### config.mk
export PLATFORM = sky130hd
export DESIGN_NAME = igc_master
export DESIGN_NICKNAME = d
export VERILOG_FILES = /design/src/logic/igc_pkg.sv /design/src/logic/igc_master.sv
export VERILOG_INCLUDE_DIRS = /design/src /design/src/logic
export SDC_FILE = /design/constraint.sdc
export NUM_CORES = 1
export LEC_CHECK = 0
export ABC_AREA = 1
export CORE_ASPECT_RATIO = 2
export CORE_MARGIN = 2
export CORE_UTILIZATION = 60
export CTS_BUF_LIST = sky130_fd_sc_hd__clkbuf_8
export DETAILED_ROUTE_END_ITERATION = 8
export DONT_BUFFER_PORTS = 1
export PLACE_DENSITY_LB_ADDON = 0.12
export SYNTH_ARGS = -nofsm -noshare
export SYNTH_HDL_FRONTEND = slang
export SYNTH_SLANG_ARGS = --single-unit
### constraint.sdc
create_clock -name MCLK_I -period 4.7 [get_ports MCLK_I]
set_input_delay 0 -clock MCLK_I [delete_from_list [all_inputs] [get_ports MCLK_I]]
set_output_delay 0 -clock MCLK_I [all_outputs]
set_load 0.02 [all_outputs]
### src/logic/igc_defines.svh
// Constants for the general call aware start generator
`ifndef IGC_DEFINES_SVH
`define IGC_DEFINES_SVH
`define IGC_MODE_MASTER 4'h8
`define IGC_MODE_SL7    4'h6
`define IGC_MODE_SL10   4'h7
`define IGC_GC_EN_BIT    7
`define IGC_START_EN_BIT 0
`define IGC_LOW5_MASK   8'h1F
`define IGC_GC_ADDR     8'h00
`define IGC_TEN_HI      5'h1E
`define IGC_CTL2_RST    8'h00
`define IGC_BYTE_BITS   4'h8
`define IGC_ACK_BIT     4'h9
`endif

### src/logic/igc_pkg.sv
// Types shared by the general call aware start generator
package igc_pkg;
   typedef enum logic [3:0] {
      IGC_IDLE  = 4'b0001,
      IGC_SETUP = 4'b0010,
      IGC_HOLD  = 4'b0100,
      IGC_OWN   = 4'b1000
   } igc_mst_t;
endpackage

### src/logic/igc_master.sv
// Receive FIFO and the serial port core: general call, start, baud generator
// What this block does
// - General call matches only with enable bit set
// - Compare address byte to own and all-zero
// - General call loads buffer, flag at ninth
// - Ten-bit general call needs no second byte
// - Slave events wake sleeping processor if enabled
// - Reset disables port and aborts transfer
// - Start and stop flags clear on disable
// - Master events raise port interrupt flag
// - Stop raises the interrupt in master mode, or after a seen start with IRQ_EN_I set
// - Data line mismatch sets bus collision
// - Mode field and enable select master
// - Master drives only data low for start, never clock
// - Buffer write during start is dropped, flagged
// - Low five control bits locked during start
// - Reload from seven low address bits
// - Count down twice per cycle, then halt
// - Reload only with clock line high
// - Start-enable loads generator, then data low
// - Second timeout ends start, raises flag
// - Collision during start aborts to idle
// - Read clears full; overflow cleared by write
`timescale 1ns/1ps
`include "igc_defines.svh"

// ----------------------------------------
// Receive FIFO
// ----------------------------------------
module igc_fifo #(
   parameter int W = 8,
   parameter int D = 4
) (
   // Clock, reset and flush
   input  wire logic         clk_i,
   input  wire logic         rst_n_i,
   input  wire logic         clr_i,
   // Write side
   input  wire logic         in_valid_i,
   output logic              in_ready_o,
   input  wire logic [W-1:0] in_data_i,
   // Read side
   output logic              out_valid_o,
   input  wire logic         out_ready_i,
   output logic [W-1:0]      out_data_o
);
   localparam int AW = (D > 1) ? $clog2(D) : 1;
   logic [W-1:0]  mem_r [D];     // Storage words
   logic [AW-1:0] wp_r;          // Write index
   logic [AW-1:0] rp_r;          // Read index
   logic [AW:0]   cnt_r;         // Fill level
   logic          push;
   logic          pop;
   assign in_ready_o  = (cnt_r != (AW+1)'(D));
   assign out_valid_o = (cnt_r != '0);
   assign out_data_o  = mem_r[rp_r];
   assign push = in_valid_i & in_ready_o;
   assign pop  = out_valid_o & out_ready_i;
   // Word store
   always_ff @(posedge clk_i) begin
      if (push) begin
         mem_r[wp_r] <= in_data_i;
      end
   end
   // Pointers and level
   always_ff @(posedge clk_i or negedge rst_n_i) begin
      if (!rst_n_i) begin
         wp_r  <= '0;
         rp_r  <= '0;
         cnt_r <= '0;
      end else if (clr_i) begin
         wp_r  <= '0;
         rp_r  <= '0;
         cnt_r <= '0;
      end else begin
         if (push) begin
            wp_r <= (wp_r == AW'(D-1)) ? '0 : wp_r + 1'b1;
         end
         if (pop) begin
            rp_r <= (rp_r == AW'(D-1)) ? '0 : rp_r + 1'b1;
         end
         cnt_r <= cnt_r + (AW+1)'(push) - (AW+1)'(pop);
      end
   end
endmodule // igc_fifo

// ----------------------------------------
// Serial port core
// ----------------------------------------
module igc_master #(
   parameter int FIFO_DEPTH = 4
) (
   // Clock and reset
   input  wire logic       MCLK_I,
   input  wire logic       RST_N_I,
   // Two-wire bus, open drain
   input  wire logic       SCL_I,
   output logic            SCL_O,
   output logic            SCL_OE_O,
   input  wire logic       SDA_I,
   output logic            SDA_O,
   output logic            SDA_OE_O,
   // Configuration
   input  wire logic       PORT_EN_I,
   input  wire logic [3:0] MODE_SEL_I,
   input  wire logic       IRQ_EN_I,
   input  wire logic       SLEEP_I,
   input  wire logic       ADDR_WR_I,
   input  wire logic [7:0] ADDR_WDATA_I,
   input  wire logic       CTL2_WR_I,
   input  wire logic [7:0] CTL2_WDATA_I,
   // Buffer access
   input  wire logic       BUF_WR_I,
   input  wire logic [7:0] BUF_WDATA_I,
   input  wire logic       BUF_RD_I,
   // Flag clears
   input  wire logic       IRQ_CLR_I,
   input  wire logic       OV_CLR_I,
   input  wire logic       BCOL_CLR_I,
   input  wire logic       WR_COLL_CLR_I,
   // Status
   output logic [7:0]      BUF_O,
   output logic [7:0]      CTL2_O,
   output logic            BUF_FULL_O,
   output logic            OVERFLOW_O,
   output logic            UPD_ADDR_O,
   output logic            START_SEEN_O,
   output logic            STOP_SEEN_O,
   output logic            PORT_IRQ_O,
   output logic            BUS_COLL_O,
   output logic            WR_COLL_O,
   output logic            WAKE_O
);
   import igc_pkg::*;

   // ----------------------------------------
   // Declarations
   // ----------------------------------------
   igc_mst_t    st_r;            // Start sequencer
   logic [7:0]  addr_r;          // Address or baud reload
   logic [7:0]  ctl2_r;          // Control two
   logic [7:0]  buf_r;           // Data buffer
   logic        full_r, ov_r, upd_r, s_r, p_r, irq_r, bcol_r, wr_coll_r, wake_r;
   logic        scl_q, sda_q;    // Previous bus levels
   logic        tick_r;          // Quarter-phase divider
   logic [6:0]  baud_r;          // Baud down-counter
   logic        baud_run_r;
   logic        hold_ld_r;       // Reload done in hold
   logic        sda_oe_r;
   logic [3:0]  sl_cnt_r;        // Slave bit count
   logic [7:0]  sl_sr_r;         // Serial shift register
   logic        sl_first_r, sl_ph2_r, sl_adr_r, sl_hit_r, sl_ack_r;
   logic        en, master, slave, ten, busy, tick, tout;
   logic        start_det, stop_det, scl_rise, scl_fall;
   logic        baud_load, coll, start_clr, m_irq, byte_done;
   logic        gc_hit, own_hit, ten_hi, ph2_hit, hit, f_valid, f_ready;
   logic        q_valid, q_take;
   logic [7:0]  q_data;
   logic        s_irq, irq_set;

   assign en      = PORT_EN_I;
   assign master  = en & (MODE_SEL_I == `IGC_MODE_MASTER);
   assign ten     = (MODE_SEL_I == `IGC_MODE_SL10);
   assign slave   = en & ((MODE_SEL_I == `IGC_MODE_SL7) | ten);
   assign busy    = (st_r == IGC_SETUP) | (st_r == IGC_HOLD);
   assign tick    = tick_r;
   assign tout    = baud_run_r & tick & (baud_r == 7'h00);
   assign scl_rise  = SCL_I & ~scl_q;
   assign scl_fall  = ~SCL_I & scl_q;
   assign start_det = SCL_I & scl_q & sda_q & ~SDA_I;
   assign stop_det  = SCL_I & scl_q & ~sda_q & SDA_I;

   // ----------------------------------------
   // Bus edge history
   // ----------------------------------------
   always_ff @(posedge MCLK_I or negedge RST_N_I) begin
      if (!RST_N_I) begin
         scl_q <= 1'b1;
         sda_q <= 1'b1;
      end else begin
         scl_q <= SCL_I;
         sda_q <= SDA_I;
      end
   end

   // ----------------------------------------
   // Baud generator
   // ----------------------------------------
   // Tick on every second clock, Q2 and Q4
   always_ff @(posedge MCLK_I or negedge RST_N_I) begin
      if (!RST_N_I) begin
         tick_r <= 1'b0;
      end else begin
         tick_r <= en & ~tick_r;
      end
   end

   // Down-count to zero, then halt
   always_ff @(posedge MCLK_I or negedge RST_N_I) begin
      if (!RST_N_I) begin
         baud_r     <= 7'h00;
         baud_run_r <= 1'b0;
      end else if (!en) begin
         baud_r     <= 7'h00;
         baud_run_r <= 1'b0;
      end else if (baud_load) begin
         baud_r     <= addr_r[6:0];
         baud_run_r <= 1'b1;
      end else if (tout) begin
         baud_run_r <= 1'b0;
      end else if (baud_run_r & tick) begin
         baud_r <= baud_r - 7'h01;
      end
   end

   // ----------------------------------------
   // Start sequencer
   // ----------------------------------------
   always_comb begin
      baud_load = 1'b0;
      coll      = 1'b0;
      start_clr = 1'b0;
      m_irq     = 1'b0;
      unique case (st_r)
         IGC_IDLE: begin
            if (master & ctl2_r[`IGC_START_EN_BIT]) begin
               if (SDA_I & SCL_I & (p_r | ~s_r)) begin
                  baud_load = 1'b1;
               end else begin
                  coll      = 1'b1;
                  start_clr = 1'b1;
               end
            end
         end
         IGC_SETUP: begin
            if (!SCL_I | (tout & !SDA_I)) begin
               coll      = 1'b1;
               start_clr = 1'b1;
            end
         end
         IGC_HOLD: begin
            baud_load = s_r & !hold_ld_r & SCL_I;
            if (tout & hold_ld_r) begin
               start_clr = 1'b1;
               m_irq   = 1'b1;
            end
         end
         IGC_OWN: begin
         end
      endcase
      coll = coll | (busy & SCL_I & ~sda_oe_r & ~SDA_I);
   end

   // State moves; disable aborts everything
   always_ff @(posedge MCLK_I or negedge RST_N_I) begin
      if (!RST_N_I) begin
         st_r      <= IGC_IDLE;
         hold_ld_r <= 1'b0;
      end else if (!master) begin
         st_r      <= IGC_IDLE;
         hold_ld_r <= 1'b0;
      end else if (coll) begin
         st_r      <= IGC_IDLE;
         hold_ld_r <= 1'b0;
      end else begin
         unique case (st_r)
            IGC_IDLE: begin
               if (baud_load) begin
                  st_r <= IGC_SETUP;
               end
            end
            IGC_SETUP: begin
               if (tout) begin
                  st_r <= IGC_HOLD;
               end
            end
            IGC_HOLD: begin
               if (baud_load) begin
                  hold_ld_r <= 1'b1;
               end
               if (start_clr) begin
                  st_r      <= IGC_OWN;
                  hold_ld_r <= 1'b0;
               end
            end
            IGC_OWN: begin
            end
         endcase
      end
   end

   // Data line drive: start hold or slave acknowledge
   always_ff @(posedge MCLK_I or negedge RST_N_I) begin
      if (!RST_N_I) begin
         sda_oe_r <= 1'b0;
      end else begin
         sda_oe_r <= (master & !coll & (((st_r == IGC_SETUP) & tout) |
                     (st_r == IGC_HOLD) | (st_r == IGC_OWN))) |
                     (slave & sl_ack_r);
      end
   end
   assign SDA_O    = 1'b0;
   assign SCL_O    = 1'b0;
   assign SCL_OE_O = 1'b0;
   assign SDA_OE_O = sda_oe_r;

   // ----------------------------------------
   // Software registers
   // ----------------------------------------
   // Address or baud reload
   always_ff @(posedge MCLK_I or negedge RST_N_I) begin
      if (!RST_N_I) begin
         addr_r <= 8'h00;
      end else if (ADDR_WR_I) begin
         addr_r <= ADDR_WDATA_I;
      end
   end

   // Control two; low bits locked while start runs
   always_ff @(posedge MCLK_I or negedge RST_N_I) begin
      if (!RST_N_I) begin
         ctl2_r <= `IGC_CTL2_RST;
      end else if (!en) begin
         ctl2_r <= ctl2_r & ~`IGC_LOW5_MASK;
      end else begin
         if (CTL2_WR_I) begin
            ctl2_r <= busy ? ((CTL2_WDATA_I & ~`IGC_LOW5_MASK) |
                              (ctl2_r & `IGC_LOW5_MASK))
                           : CTL2_WDATA_I;
         end
         if (start_clr) begin
            ctl2_r[`IGC_START_EN_BIT] <= 1'b0;
         end
      end
   end

   // Data buffer: FIFO head loads when empty
   assign q_take = q_valid & !full_r;
   always_ff @(posedge MCLK_I or negedge RST_N_I) begin
      if (!RST_N_I) begin
         buf_r  <= 8'h00;
         full_r <= 1'b0;
      end else if (!en) begin
         full_r <= 1'b0;
      end else if (q_take) begin
         buf_r  <= q_data;
         full_r <= 1'b1;
      end else begin
         if (BUF_WR_I & !busy) begin
            buf_r <= BUF_WDATA_I;
         end
         if (BUF_RD_I) begin
            full_r <= 1'b0;
         end
      end
   end

   // ----------------------------------------
   // Flags, set wins over clear
   // ----------------------------------------
   always_ff @(posedge MCLK_I or negedge RST_N_I) begin
      if (!RST_N_I) begin
         bcol_r    <= 1'b0;
         wr_coll_r <= 1'b0;
      end else begin
         bcol_r    <= coll | (bcol_r & ~BCOL_CLR_I);
         wr_coll_r <= (BUF_WR_I & busy) | (wr_coll_r & ~WR_COLL_CLR_I);
      end
   end

   // Bus start and stop seen
   always_ff @(posedge MCLK_I or negedge RST_N_I) begin
      if (!RST_N_I) begin
         s_r <= 1'b0;
         p_r <= 1'b0;
      end else if (!en) begin
         s_r <= 1'b0;
         p_r <= 1'b0;
      end else if (start_det) begin
         s_r <= 1'b1;
         p_r <= 1'b0;
      end else if (stop_det) begin
         s_r <= 1'b0;
         p_r <= 1'b1;
      end
   end

   // Port interrupt flag and wake
   assign irq_set = m_irq | s_irq |
                    (stop_det & (master | (s_r & IRQ_EN_I)));
   always_ff @(posedge MCLK_I or negedge RST_N_I) begin
      if (!RST_N_I) begin
         irq_r  <= 1'b0;
         wake_r <= 1'b0;
      end else begin
         irq_r  <= irq_set | (irq_r & ~IRQ_CLR_I);
         wake_r <= SLEEP_I & IRQ_EN_I & s_irq;
      end
   end

   // ----------------------------------------
   // Slave receiver
   // ----------------------------------------
   assign byte_done = slave & scl_fall & (sl_cnt_r == `IGC_BYTE_BITS);
   assign gc_hit  = ctl2_r[`IGC_GC_EN_BIT] & (sl_sr_r == `IGC_GC_ADDR);
   assign own_hit = !ten & (sl_sr_r[7:1] == addr_r[7:1]);
   assign ten_hi  = ten & (sl_sr_r[7:3] == `IGC_TEN_HI) &
                    (sl_sr_r[2:1] == addr_r[2:1]) & !sl_sr_r[0];
   assign ph2_hit = sl_ph2_r & (sl_sr_r == addr_r);
   assign hit = sl_adr_r | (sl_first_r & (gc_hit | own_hit | ten_hi)) | ph2_hit;
   assign f_valid = byte_done & hit & !ov_r;
   assign s_irq = slave & scl_fall & (sl_cnt_r == `IGC_ACK_BIT) & sl_hit_r;

   // Shift, compare, acknowledge
   always_ff @(posedge MCLK_I or negedge RST_N_I) begin
      if (!RST_N_I) begin
         sl_cnt_r   <= 4'h0;
         sl_sr_r    <= 8'h00;
         sl_first_r <= 1'b0;
         sl_ph2_r   <= 1'b0;
         sl_adr_r   <= 1'b0;
         sl_hit_r   <= 1'b0;
         sl_ack_r   <= 1'b0;
      end else if (!slave | stop_det) begin
         sl_cnt_r   <= 4'h0;
         sl_first_r <= 1'b0;
         sl_ph2_r   <= 1'b0;
         sl_adr_r   <= 1'b0;
         sl_ack_r   <= 1'b0;
      end else if (start_det) begin
         sl_cnt_r   <= 4'h0;
         sl_first_r <= 1'b1;
         sl_ph2_r   <= 1'b0;
         sl_adr_r   <= 1'b0;
         sl_ack_r   <= 1'b0;
      end else if (scl_rise & (sl_cnt_r < `IGC_BYTE_BITS)) begin
         sl_sr_r  <= {sl_sr_r[6:0], SDA_I};
         sl_cnt_r <= sl_cnt_r + 4'h1;
      end else if (byte_done) begin
         sl_cnt_r   <= `IGC_ACK_BIT;
         sl_hit_r   <= hit;
         sl_ack_r   <= hit & f_ready & !ov_r;
         sl_first_r <= 1'b0;
         sl_ph2_r   <= sl_first_r & ten_hi & !gc_hit;
         sl_adr_r   <= sl_adr_r | (sl_first_r & (gc_hit | own_hit)) | ph2_hit;
      end else if (scl_fall & (sl_cnt_r == `IGC_ACK_BIT)) begin
         sl_cnt_r <= 4'h0;
         sl_ack_r <= 1'b0;
         sl_hit_r <= 1'b0;
      end
   end

   // Overflow and update-address
   always_ff @(posedge MCLK_I or negedge RST_N_I) begin
      if (!RST_N_I) begin
         ov_r  <= 1'b0;
         upd_r <= 1'b0;
      end else begin
         ov_r  <= (byte_done & hit & !f_ready) | (ov_r & ~OV_CLR_I);
         upd_r <= (byte_done & ((sl_first_r & ten_hi & !gc_hit) | ph2_hit)) |
                  (upd_r & ~ADDR_WR_I & en);
      end
   end

   igc_fifo #(.W(8), .D(FIFO_DEPTH)) u_fifo (
      .clk_i       (MCLK_I),
      .rst_n_i     (RST_N_I),
      .clr_i       (!en),
      .in_valid_i  (f_valid),
      .in_ready_o  (f_ready),
      .in_data_i   (sl_sr_r),
      .out_valid_o (q_valid),
      .out_ready_i (!full_r),
      .out_data_o  (q_data)
   );

   // ----------------------------------------
   // Outputs
   // ----------------------------------------
   assign BUF_O        = buf_r;
   assign CTL2_O       = ctl2_r;
   assign BUF_FULL_O   = full_r;
   assign OVERFLOW_O   = ov_r;
   assign UPD_ADDR_O   = upd_r;
   assign START_SEEN_O = s_r;
   assign STOP_SEEN_O  = p_r;
   assign PORT_IRQ_O   = irq_r;
   assign BUS_COLL_O   = bcol_r;
   assign WR_COLL_O    = wr_coll_r;
   assign WAKE_O       = wake_r;

   // ----------------------------------------
   // Assertions
   // ----------------------------------------
   a_gc_gate: assert property (@(posedge MCLK_I) disable iff (!RST_N_I)
      (byte_done & sl_first_r & (sl_sr_r == 8'h00) & !ctl2_r[7] & !ten) |-> !hit)
      else $error("general call matched with enable clear");
   a_start_drive: assert property (@(posedge MCLK_I) disable iff (!RST_N_I)
      (master & st_r == IGC_SETUP & tout & SDA_I & SCL_I) |=> (SDA_OE_O & st_r == IGC_HOLD))
      else $error("data not driven low at start timeout");
   a_start_end: assert property (@(posedge MCLK_I) disable iff (!RST_N_I)
      (master & st_r == IGC_HOLD & tout & hold_ld_r & !coll)
      |=> (!CTL2_O[0] & PORT_IRQ_O & SDA_OE_O & st_r == IGC_OWN))
      else $error("start completion effects missing");
   a_write_drop: assert property (@(posedge MCLK_I) disable iff (!RST_N_I)
      (BUF_WR_I & busy & !q_take) |=> (WR_COLL_O & $stable(BUF_O)))
      else $error("buffer write during start not dropped");
   a_low5_lock: assert property (@(posedge MCLK_I) disable iff (!RST_N_I)
      (CTL2_WR_I & busy & en & !start_clr) |=> (CTL2_O[4:0] == $past(CTL2_O[4:0])))
      else $error("low control bits changed during start");
   a_flags_off: assert property (@(posedge MCLK_I) disable iff (!RST_N_I)
      !PORT_EN_I |=> (!START_SEEN_O & !STOP_SEEN_O))
      else $error("start or stop flag survived disable");
   a_baud_reload: assert property (@(posedge MCLK_I) disable iff (!RST_N_I)
      (baud_load & master) |-> SCL_I)
      else $error("baud reload with clock low");
   a_baud_halt: assert property (@(posedge MCLK_I) disable iff (!RST_N_I)
      (tout & !baud_load) |=> (!baud_run_r ##1 $stable(baud_r)))
      else $error("baud generator did not halt at zero");
   a_coll_abort: assert property (@(posedge MCLK_I) disable iff (!RST_N_I)
      (master & st_r == IGC_SETUP & !SCL_I) |=> (BUS_COLL_O & st_r == IGC_IDLE & !CTL2_O[0]))
      else $error("clock low during start not flagged");
   a_bcol_sticky: assert property (@(posedge MCLK_I) disable iff (!RST_N_I)
      (BUS_COLL_O & !BCOL_CLR_I) |=> BUS_COLL_O)
      else $error("collision flag cleared without software");
endmodule // igc_master

==> metrics, run 1 <==
Synth Area in Compound Gates=11.2%; die area=9470 sq um; post-cts resize count=0; WS Path Type=input pin to register; simple-gate share of the synthesized area=21.8%; Top Layer Used=met4; multiplexer area fraction after synthesis=0.650%; Post-DRT Antenna Nets=0; post-layout min period=2.68 ns; worst-path cell chain=dlygate4sd3_1, inv_2, nor2_4, inv_1, nor2_1, nand3_2, nor2_1; largest delay contributor family on the critical path=buffers and inverters; switching pwr=0.000821 W; Synth Area in Adders=3.27%; final worst path period share=57.1%; critical path arrival=2.70 ns; DR iter-0 viols=141; top cell type's share of synthesized area=34.2%; root buffer cell=clkbuf_8; EDFF count, synth=32; non-filler cells, final=706; Routed WL=11600 um; largest net degree at the start of global routing=75; number of remaining DRC errors=0; skew final=0.0105 ns; Async S/R FF share, synth=69.8%; initial antenna violation count=0; Area after DPL=5250 sq um; main combinational cell family by area after synthesis=simple AND/OR/NAND/NOR gates; Core ar.=8530 sq um; Final Hold Viols=0; fin area=5930 sq um; Die Ht=136 um; vias after detailed routing=3995; placed insts=641; DR WL met2=6650 um; fin. max-slew vios=0; Clock transition at path regs=0.10 ns; FMAX=373 MHz; met3 wire len=542 um; Critical Path RT=4.71 ns; area grow syn2layout=14.1%; startpoint types=input pin; H-tree depth=3; starting density of the core=60.9%; TritonCTS Buffers=9; Clock Sinks=106; Syn Std Cell Area=5200 sq um; largest cells by area after synthesis=dfrtp_1, edfxtp_1, nand2_1, inv_1, nand3_1; ant diodes=0; Die Span X=69.8 um; first-pass GRT wire length=19000 um; Max-Cap Viols=0; Fin Setup TNS=0 ns; routability cong.=0.897; CTS Buffer Depth=2; number of setup violations in the final report=0; CP Capture Type=register; Crit path largest cell delay=1.11 ns; vias in the first global route=4169; Synth Area in XOR/XNOR=2.02%; post-DR wirelength/cell=16.4 um; Synth Area per Inst=9.40 sq um; all-layer global routing usage=26.0%; Port Buffer Count=0; Skew-Pair Late Insertion Delay=0.38 ns; Synth area leader=dfrtp_1; I/O pin count=72; sequential fraction of the synthesis area=54.2%; critical path's slowest cell=dlygate4sd3_1; clock network power share=21.8%; CTS tree=built; Slew HR=41.8%; Power Internal=0.00149 W; post-synthesis register bit count=106; Distinct cells, synth=50; Pwr per Cell Area=389 nW/um^2; Hold WC Path Type=input pin to register; nets=657; post-synthesis cell count=553; layout cell share with drive strength beyond 1=9.57%; TritonRoute pass-1 iters=5; vias per inst=5.66; Cell Rows=48; measured slew at the worst slew-check pin=0.871 ns; peak supply drop=0.000316 V; global route total overflow=0; RSZ-0062 raised after global routing=false; status=completed; sequential power share=53.4%; Critical Path Most Common Cell=nor2_1; HPWL after DPL=8310 um; Total Power=0.00231 W; Switching Fraction=35.5%; Logic pwr share=24.8%; Metal-1 WL=3860 um; crit-path max FO=19; synth warn=0; Buffers & Inverters on Critical Path=3; static leakage=2.73 nW; ys flop type=dfrtp_1; hold slack=0.00896 ns
[cells in the final DEF (no fill, tap or decap), drive strengths merged]
cell type and count:
nand2 129, inv 74, dfrtp 71, dlygate4sd3 48
nor2 46, nand3 42, edfxtp 32, o21ai 30
a21oi 25, nor3 14, ha 12, xor2 9
clkbuf 9, a31oi 9, a221o 8, o22ai 7
nand4 5, o31ai 4, xnor2 3, mux2 3
conb 3, clkinvlp 3, dfstp 3, clkinv 3
a22o 2, nand3b 2, nor4 1, o2111ai 1
a21o 1, and2 1, o211ai 1, and3 1
a22oi 1, a211oi 1, fa 1, buf 1
[layer usage]
layer  vias to the layer above  global-route usage [%]
met5                         -                       0
met4                         0                    15.4
met3                        42                    4.84
met2                       125                    50.5
met1                      1901                    24.3
li1                       1927                       -
[sequential cells by signal (all words and copies together) (netlist names), 2 cells and up]
register      cells
u_fifo.mem_r     32
BUF_O             8
st_r              4
sl_sr_r           8
sl_cnt_r          4
u_fifo.wp_r       2
u_fifo.rp_r       2
CTL2_O            8
addr_r            8
baud_r            7
u_fifo.cnt_r      3
[synthesized netlist by cell type, drive strengths merged (2+ instances only)]
cell type,instances
nand2,129
inv,72
dfrtp,71
nor2,46
nand3,42
edfxtp,32
o21ai,30
a21oi,25
nor3,14
ha,12
a31oi,9
buf,9
xor2,9
a221o,8
o22ai,7
clkbuf,5
nand4,5
o31ai,4
dfstp,3
mux2,3
xnor2,3
a22o,2
nand3b,2
[metrics by stage]
stage          utilization, %  setup slack (ns)
2_1_floorplan               -              2.59
3_3_place_gp             61.6              2.32
3_5_place_dp             61.6              2.26
4_1_cts                  69.5              2.00
5_1_grt                  69.5              1.74
6_report                 69.5              2.02
[power groups by stage]
stage | Clock (W) | Combinational (W) | Sequential (W)
after floorplan | 0 | 0.000458 | 0.00120
after global placement | 0 | 0.000493 | 0.00124
after detailed placement | 0 | 0.000511 | 0.00125
after CTS | 0.000508 | 0.000573 | 0.00123
after global routing | 0.000540 | 0.000658 | 0.00125
final | 0.000504 | 0.000572 | 0.00123
[area by class of cell]
cell class	count	area, sq um
Inverter	73	277
Fill cell	661	2600
Tap cell	100	125
Sequential cell	106	2820
Clock buffer	9	124
Clock inverter	7	46.3
Multi-Input combinational cell	362	2030
Timing Repair Buffer	49	508
[cell families after synthesis]
family / Yosys count
other: 1
multiplexers: 3
AND/OR/NAND/NOR: 241
adder cells (fa/ha/maj): 13
buffers and inverters: 87
XOR/XNOR: 12
AO/OA/AOI/OAI: 90
flip-flops: 106
[final timing paths]
kind	start	to	slack, ns	depth (start not counted)
hold / removal	MODE_SEL_I[0]	st_r[0]$_DFFE_PN1P_	0.009	4
setup / recovery	PORT_EN_I	u_fifo.mem_r[2][2]$_DFFE_PP_	2.02	7
setup reg to reg	sl_sr_r[0]$_DFFE_PN0P_	u_fifo.mem_r[2][2]$_DFFE_PP_	2.27	9
max in group asynchronous	RST_N_I	scl_q$_DFF_PN1_	4.19	2
min in group asynchronous	RST_N_I	WR_COLL_O$_DFF_PN0_	0.17	2
hold reg to reg	tick$_DFF_PN0_	tick$_DFF_PN0_	0.43	1
[worst register-to-register path, delay by kind of cell (launching register included)]
family | cells | cell delay, ns
buf+inv | 1 | 0.13
flops | 1 | 0.44
simple gates | 8 | 1.49
[repair_timing]
action	4_1_cts	5_1_grt
hold buffers	49	0
hold endpoints to repair	130	0
setup buffers	0	0
(Power assumes the default switching activity.)
==> run 2: changes to the inputs <==
ABC_AREA = 0   (was 1)
CORE_UTILIZATION = 59   (was 60)
clock period = 2.3 ns   (was 4.7 ns; I/O delays follow)
==> run 2 against run 1 <==
Against the previous run:
- final area grew 2.8%
- critical path depth decreased by 3
- hold slack better by 0.044 ns
- critical path type unchanged
- worst setup slack worse by 2.0 ns
- clock skew increased by 0.0043 ns
==> metrics, run 2 <==
status=completed; critical path arrival=2.57 ns (-0.13 ns); synth warn=0 (unchanged); vias per inst=5.99 (+5.8%); Skew-Pair Late Insertion Delay=0.38 ns (about the same); CTS Buffer Depth=2 (unchanged); Fin Setup TNS=0 ns (unchanged); Synth area leader=dfrtp_1; max reg flops=32 (unchanged); sequential fraction of the synthesis area=56.0% (+1.8 points); Critical Path RT=2.57 ns (-2.14 ns); Post-Place Worst Slack=0.000637 ns (-2.26 ns); vias in the first global route=3785 (-9.2%); Routed WL=12000 um (+3.1%); largest net degree at the start of global routing=75 (unchanged); Cell Rows=47 (-2.1%); Final WS setup=0.00907 ns (-2.01 ns); die area=9330 sq um (-1.4%); global route total overflow=0 (unchanged); Final Hold Viols=0 (unchanged); DR iter-0 viols=302 (+110%); number of setup violations in the final report=0 (unchanged); skew final=0.0148 ns (+0.00425 ns); Die Span X=69.3 um (-0.72%); most frequent cells in the layout=dfrtp_1, dlygate4sd3_1, nand2_1; most numerous cell in the Yosys netlist=dfrtp_1; ant diodes=0 (unchanged); Critical path origin=PORT_EN_I; TritonRoute pass-1 iters=4 (-1); CP Capture Type=register; reg2reg start=sl_sr_r[2]$_DFFE_PN0P_; peak supply drop=0.000543 V (+72%); starting density of the core=60.7% (-0.24 points); vias after detailed routing=3622 (-9.3%); Syn Std Cell Area=5030 sq um (-3.2%); nets=558 (-15%); Core ar.=8290 sq um (-2.8%); Synth Area per Inst=11.6 sq um (+24%); HPWL after DPL=8040 um (-3.3%); routability cong.=0.957 (+6.7%); Die Ht=135 um (-0.74%); post-layout min period=2.29 ns; Port Buffer Count=0 (unchanged); top cell type's share of synthesized area=35.3% (+1.1 points); final worst path period share=99.6%; startpoint types=input pin; Clock Sinks=106 (unchanged); RSZ-0062 raised after global routing=true; CTS tree=built; first-pass GRT wire length=19000 um (-0.22%); Distinct cells, synth=61 (+22%); Pwr per Cell Area=584 nW/um^2 (+50%); static leakage=2.53 nW (-7.7%); Post-DRT Antenna Nets=0 (unchanged); root buffer cell=clkbuf_8; largest cells by area after synthesis=dfrtp_1, edfxtp_1, mux4_2, ha_1, nand2_1; Post-synth top cells=dfrtp_1, nand2_1, edfxtp_1; area grow syn2layout=21.2%; EDFF count, synth=32 (unchanged); post-synthesis register bit count=106 (unchanged); Hold Startpoint=SDA_I; FMAX=437 MHz; I/O pin count=72 (unchanged); Async S/R FF share, synth=69.8% (unchanged); leading cell type in the layout, fill and taps excluded=dfrtp_1; post-DR wirelength/cell=19.8 um (+20%); Most flops, register=u_fifo.mem_r; Max-Cap Viols=0 (unchanged); number of remaining DRC errors=0 (unchanged); initial antenna violation count=0 (unchanged); fin area=6100 sq um (+2.8%); H-tree depth=3 (unchanged); crit-path max FO=26 (+7); fin. max-slew vios=0 (unchanged); Finished Core Util=73.5% (+4.0 points); Clock transition at path regs=0.11 ns (about the same); Total Power=0.00356 W (+54%); WS Path Type=input pin to register; measured slew at the worst slew-check pin=1.15 ns (+0.275 ns); Hold WC Path Type=input pin to register; filler cell count=568 (-14%); post-synthesis cell count=432 (-22%); TritonCTS Buffers=9 (unchanged); layout cell share with drive strength beyond 1=17.4% (+7.8 points); Area after DPL=5260 sq um (+0.14%); all-layer global routing usage=26.4% (+0.47 points); Slew HR=23.4% (-18 points); ys flop type=dfrtp_1
-- run 2: cell count changes in the layout (fill, tap and decap cells not counted), moves of 8 or more --
cell,previous run,this run
nand3_1,36,13
mux2_1,0,11
o21ai_0,26,6
a221o_1,8,0
buf_4,0,23
nor2_1,39,27
mux2i_1,0,14
mux4_2,0,8
nand2_1,123,39
inv_1,67,19
-- run 2: stage by stage --
stage,instances,hold slack (ns)
floorplan,434,-0.296
global placement,536,-0.294
detailed placement,536,-0.294
CTS,603,0.0165
global route,605,0.0772
finish,605,0.0530
-- run 2: final cells by class --
type | instances | area (sq um) | share of cell area (%)
clock inverter | 7 | 73.8 | 1.21
inverter | 24 | 90.1 | 1.48
tap | 98 | 123 | 2.01
sequential | 106 | 2820 | 46.2
clock buffer | 9 | 124 | 2.03
timing repair buffer | 77 | 734 | 12.0
multi-input combinational | 284 | 2130 | 35.0
-- run 2: worst max-delay path: stages --
cell	delay (ns)
dlygate4sd3_1	1.30
nand2_1	0.30
mux2_1	0.40
dlygate4sd3_1	0.56
-- run 2: logic make-up (layout without fill, tap and decap cells) --
logic type | count (synthesis) | count (layout) | share of synthesized area [%]
and+or+nand+nor | 132 | 132 | 13.6
DFF | 106 | 106 | 56.0
AOI/OAI and AO/OA | 77 | 77 | 9.70
buffers and inverters | 44 | 117 | 3.58
muxes | 41 | 41 | 10.6
xor gates and xnor gates | 18 | 18 | 3.13
adders and majority gates | 13 | 13 | 3.38
other | 1 | 3 | 0.0745
-- run 2: per-layer routing --
| layer | vias to the layer above | share of wire, % | track usage (%) |
|---|---|---|---|
| li1 | 1690 | - | - |
| met1 | 1805 | 36 | 29.4 |
| met2 | 105 | 56 | 48.7 |
| met3 | 22 | 4.8 | 4.40 |
| met4 | 0 | 2.7 | 12.1 |
| met5 | - | 0 | 0 |
-- run 2: worst paths after layout --
kind	end	slack [ns]	cells after the start
worst max-delay path	CTL2_O[6]$_DFFE_PN0P_	0.009	4
min in group asynchronous	BUF_FULL_O$_DFFE_PN0P_	0.15	2
worst max register to register	u_fifo.cnt_r[1]$_DFF_PN0_	0.05	9
worst min register to register	tick$_DFF_PN0_	0.48	1
max in group asynchronous	scl_q$_DFF_PN1_	1.77	2
worst min-delay path	st_r[1]$_DFFE_PN0P_	0.05	3
-- run 2: timing repair --
action                     in CTS  in global routing
hold endpoints to repair      129                  0
gates resized for setup         1                 20
pin swaps                       0                  9
setup buffers                   0                  2
setup endpoints to repair       1                 11
hold buffers                   51                  0
-- run 2: report_power, final --
part	total (W)	switching [W]	internal (W)	leakage [nW]
sequential	0.00211	0.000108	0.00200	1.25
clock	0.00113	0.000702	0.000432	0.101
combinational	0.000316	0.000150	0.000166	1.17
total	0.00356	0.000960	0.00260	2.53
==> run 3: changes to the inputs <==
PLACE_DENSITY = 0.87   (was not set)
PLACE_DENSITY_LB_ADDON = not set   (was 0.12)
==> run 3 against run 2 <==
Against the previous run:
- the flow now finishes with violations (negative setup slack)
- register-to-register slack worse by 0.08 ns
- final cell count up 0.50%
- via count up 6.6%
- clock skew down 0.0023 ns
- sequential share of layout area down 0.46 points
- non-clock buffer count up 3
- clock power about the same
- largest cell class unchanged
==> metrics, run 3 (synthesis gave the netlist of run 2 again) <==
status=finished, violations left; failing checks=negative setup slack; Hold Startpoint=SCL_I; number of remaining DRC errors=0 (unchanged); Port Buffer Count=0 (unchanged); Die Ht=135 um (unchanged); Slew HR=26.1% (+2.7 points); die area=9330 sq um (unchanged); Final Hold Viols=0 (unchanged); root buffer cell=clkbuf_8; number of setup violations in the final report=1 (+1); Die Span X=69.3 um (unchanged); Clock transition at path regs=0.11 ns (about the same); sequential power share=59.0% (-0.3 points); Most flops, register=u_fifo.mem_r; I/O pin count=72 (unchanged); switching pwr=0.000983 W (+2.4%); ant diodes=0 (unchanged); static leakage=2.56 nW (+1.3%); Critical Path RT=2.56 ns (about the same); initial antenna violation count=0 (unchanged); max reg flops=32 (unchanged); Post-DRT Antenna Nets=0 (unchanged); met3 wire len=739 um (+28%); nets=561 (+0.54%); startpoint types=register; global route total overflow=0 (unchanged); Core ar.=8290 sq um (unchanged); post-DR wirelength/cell=21.9 um (+11%); Logic pwr share=9.4% (+0.5 points); post-layout min period=2.33 ns (+0.0354 ns); placed insts=530 (-1.1%); Skew-Pair Late Insertion Delay=0.39 ns (about the same); final worst path period share=101% (+1.5 points); non-filler cells, final=608 (+0.50%); skew final=0.0124 ns (-0.00233 ns); Crit path largest cell delay=0.52 ns (-0.78 ns); leading cell type in the layout, fill and taps excluded=dfrtp_1; Pwr per Cell Area=581 nW/um^2 (-0.54%); Routed WL=13300 um (+12%); CTS Buffer Depth=2 (unchanged); Total Power=0.00359 W (+0.72%); fin area=6170 sq um (+1.3%); critical path's slowest cell=fa_2; measured slew at the worst slew-check pin=1.11 ns (-0.0367 ns); reg2reg start=sl_sr_r[2]$_DFFE_PN0P_; Post-Place Worst Slack=-0.0799 ns (-0.0806 ns); largest net degree at the start of global routing=75 (unchanged); Power Internal=0.00260 W (about the same); fin. max-slew vios=0 (unchanged); WS Path Type=register to register; Metal-1 WL=4620 um (+6.9%); vias after detailed routing=3861 (+6.6%); worst-path cell chain=xnor2_2, nand2_2, o41ai_4, o211ai_1, inv_2, ha_1, inv_1, fa_2, nor2_1; Switching Fraction=27.4% (+0.46 points); DR WL met2=7160 um (+6.4%); area grow syn2layout=22.7%; first-pass GRT wire length=19700 um (+3.9%); critical path arrival=2.59 ns (+0.02 ns); all-layer global routing usage=27.4% (+0.99 points); Critical path origin=sl_sr_r[2]$_DFFE_PN0P_; layout cell share with drive strength beyond 1=19.2% (+1.9 points); crit-path max FO=3 (-88%); HPWL after DPL=8060 um (+0.30%); TritonRoute pass-1 iters=5 (+1); Hold WC Path Type=input pin to register; Max-Cap Viols=0 (unchanged); DR iter-0 viols=356 (+18%); most frequent cells in the layout=dfrtp_1, dlygate4sd3_1, nand2_1; Final WS setup=-0.0263 ns (-0.0354 ns); starting density of the core=60.7% (unchanged); RSZ-0062 raised after global routing=true; CTS tree=built; routability cong.=0.901 (-5.8%); Top Layer Used=met4; CP Capture Type=register; H-tree depth=3 (unchanged); Cell Rows=47 (unchanged); Clock Sinks=106 (unchanged); vias per inst=6.35 (+6.1%); Area after DPL=5220 sq um (-0.86%); clock network power share=31.6% (-0.3 points); vias in the first global route=3973 (+5.0%); peak supply drop=0.000499 V (-8.1%); TritonCTS Buffers=9 (unchanged); FMAX=430 MHz (-1.5%)
[run 3: timing repair]
action | 4_1_cts | 5_1_grt
endpoints found under the setup margin | 3 | 13
hold endpoints to repair | 133 | 0
hold buffers | 53 | 0
resized for setup | 3 | 27
pin swaps | 0 | 14
buffers inserted | 0 | 9
[run 3: final timing paths]
kind	depth (start not counted)	slack, ns	end
min in group asynchronous	2	0.15	BUF_O[5]$_DFFE_PN0P_
min reg2reg	1	0.44	tick$_DFF_PN0_
max reg2reg	9	-0.03	u_fifo.cnt_r[1]$_DFF_PN0_
min	3	0.03	sl_ph2_r$_DFFE_PN0P_
max	9	-0.03	u_fifo.cnt_r[1]$_DFF_PN0_
max in group asynchronous	2	1.79	scl_q$_DFF_PN1_
[run 3: power groups by stage]
stage	logic [W]	registers, W	clock network, W
after floorplan	0.000136	0.00213	0
after global placement	0.000144	0.00215	0
after detailed placement	0.000153	0.00215	0
after CTS	0.000279	0.00211	0.00112
after global routing	0.000367	0.00212	0.00119
final	0.000338	0.00212	0.00113
[run 3: worst max-delay path, delay by kind of cell, from the launching register on]
family / cells / cell delay (ns)
XOR/XNOR: 1 / 0.24
AO/OA/AOI/OAI: 2 / 0.56
flip-flops: 1 / 0.48
AND/OR/NAND/NOR: 2 / 0.16
adder cells (fa/ha/maj): 2 / 0.65
buffers and inverters: 2 / 0.12
[run 3: final cells by class]
type	count	area, sq um
Clock buffer	9	124
Clock inverter	7	65.1
Fill cell	524	2120
Inverter	24	90.1
Multi-Input combinational cell	284	2180
Sequential cell	106	2830
Tap cell	98	123
Timing Repair Buffer	80	766
[run 3: per-stage QoR]
stage	util (%)	hold WS [ns]	TNS (ns)
2_1_floorplan	-	-0.296	0
3_3_place_gp	62.9	-0.294	0
3_5_place_dp	62.9	-0.293	-0.137
4_1_cts	72.0	0.00838	0
5_1_grt	74.5	0.0470	-0.231
6_report	74.5	0.0312	-0.0263
[run 3: layer usage]
layer  GRT usage [%]  vias up
li1                -     1698
met1            29.7     1889
met2            47.4      199
met3            5.22       75
met4            19.6        0
met5               0        -
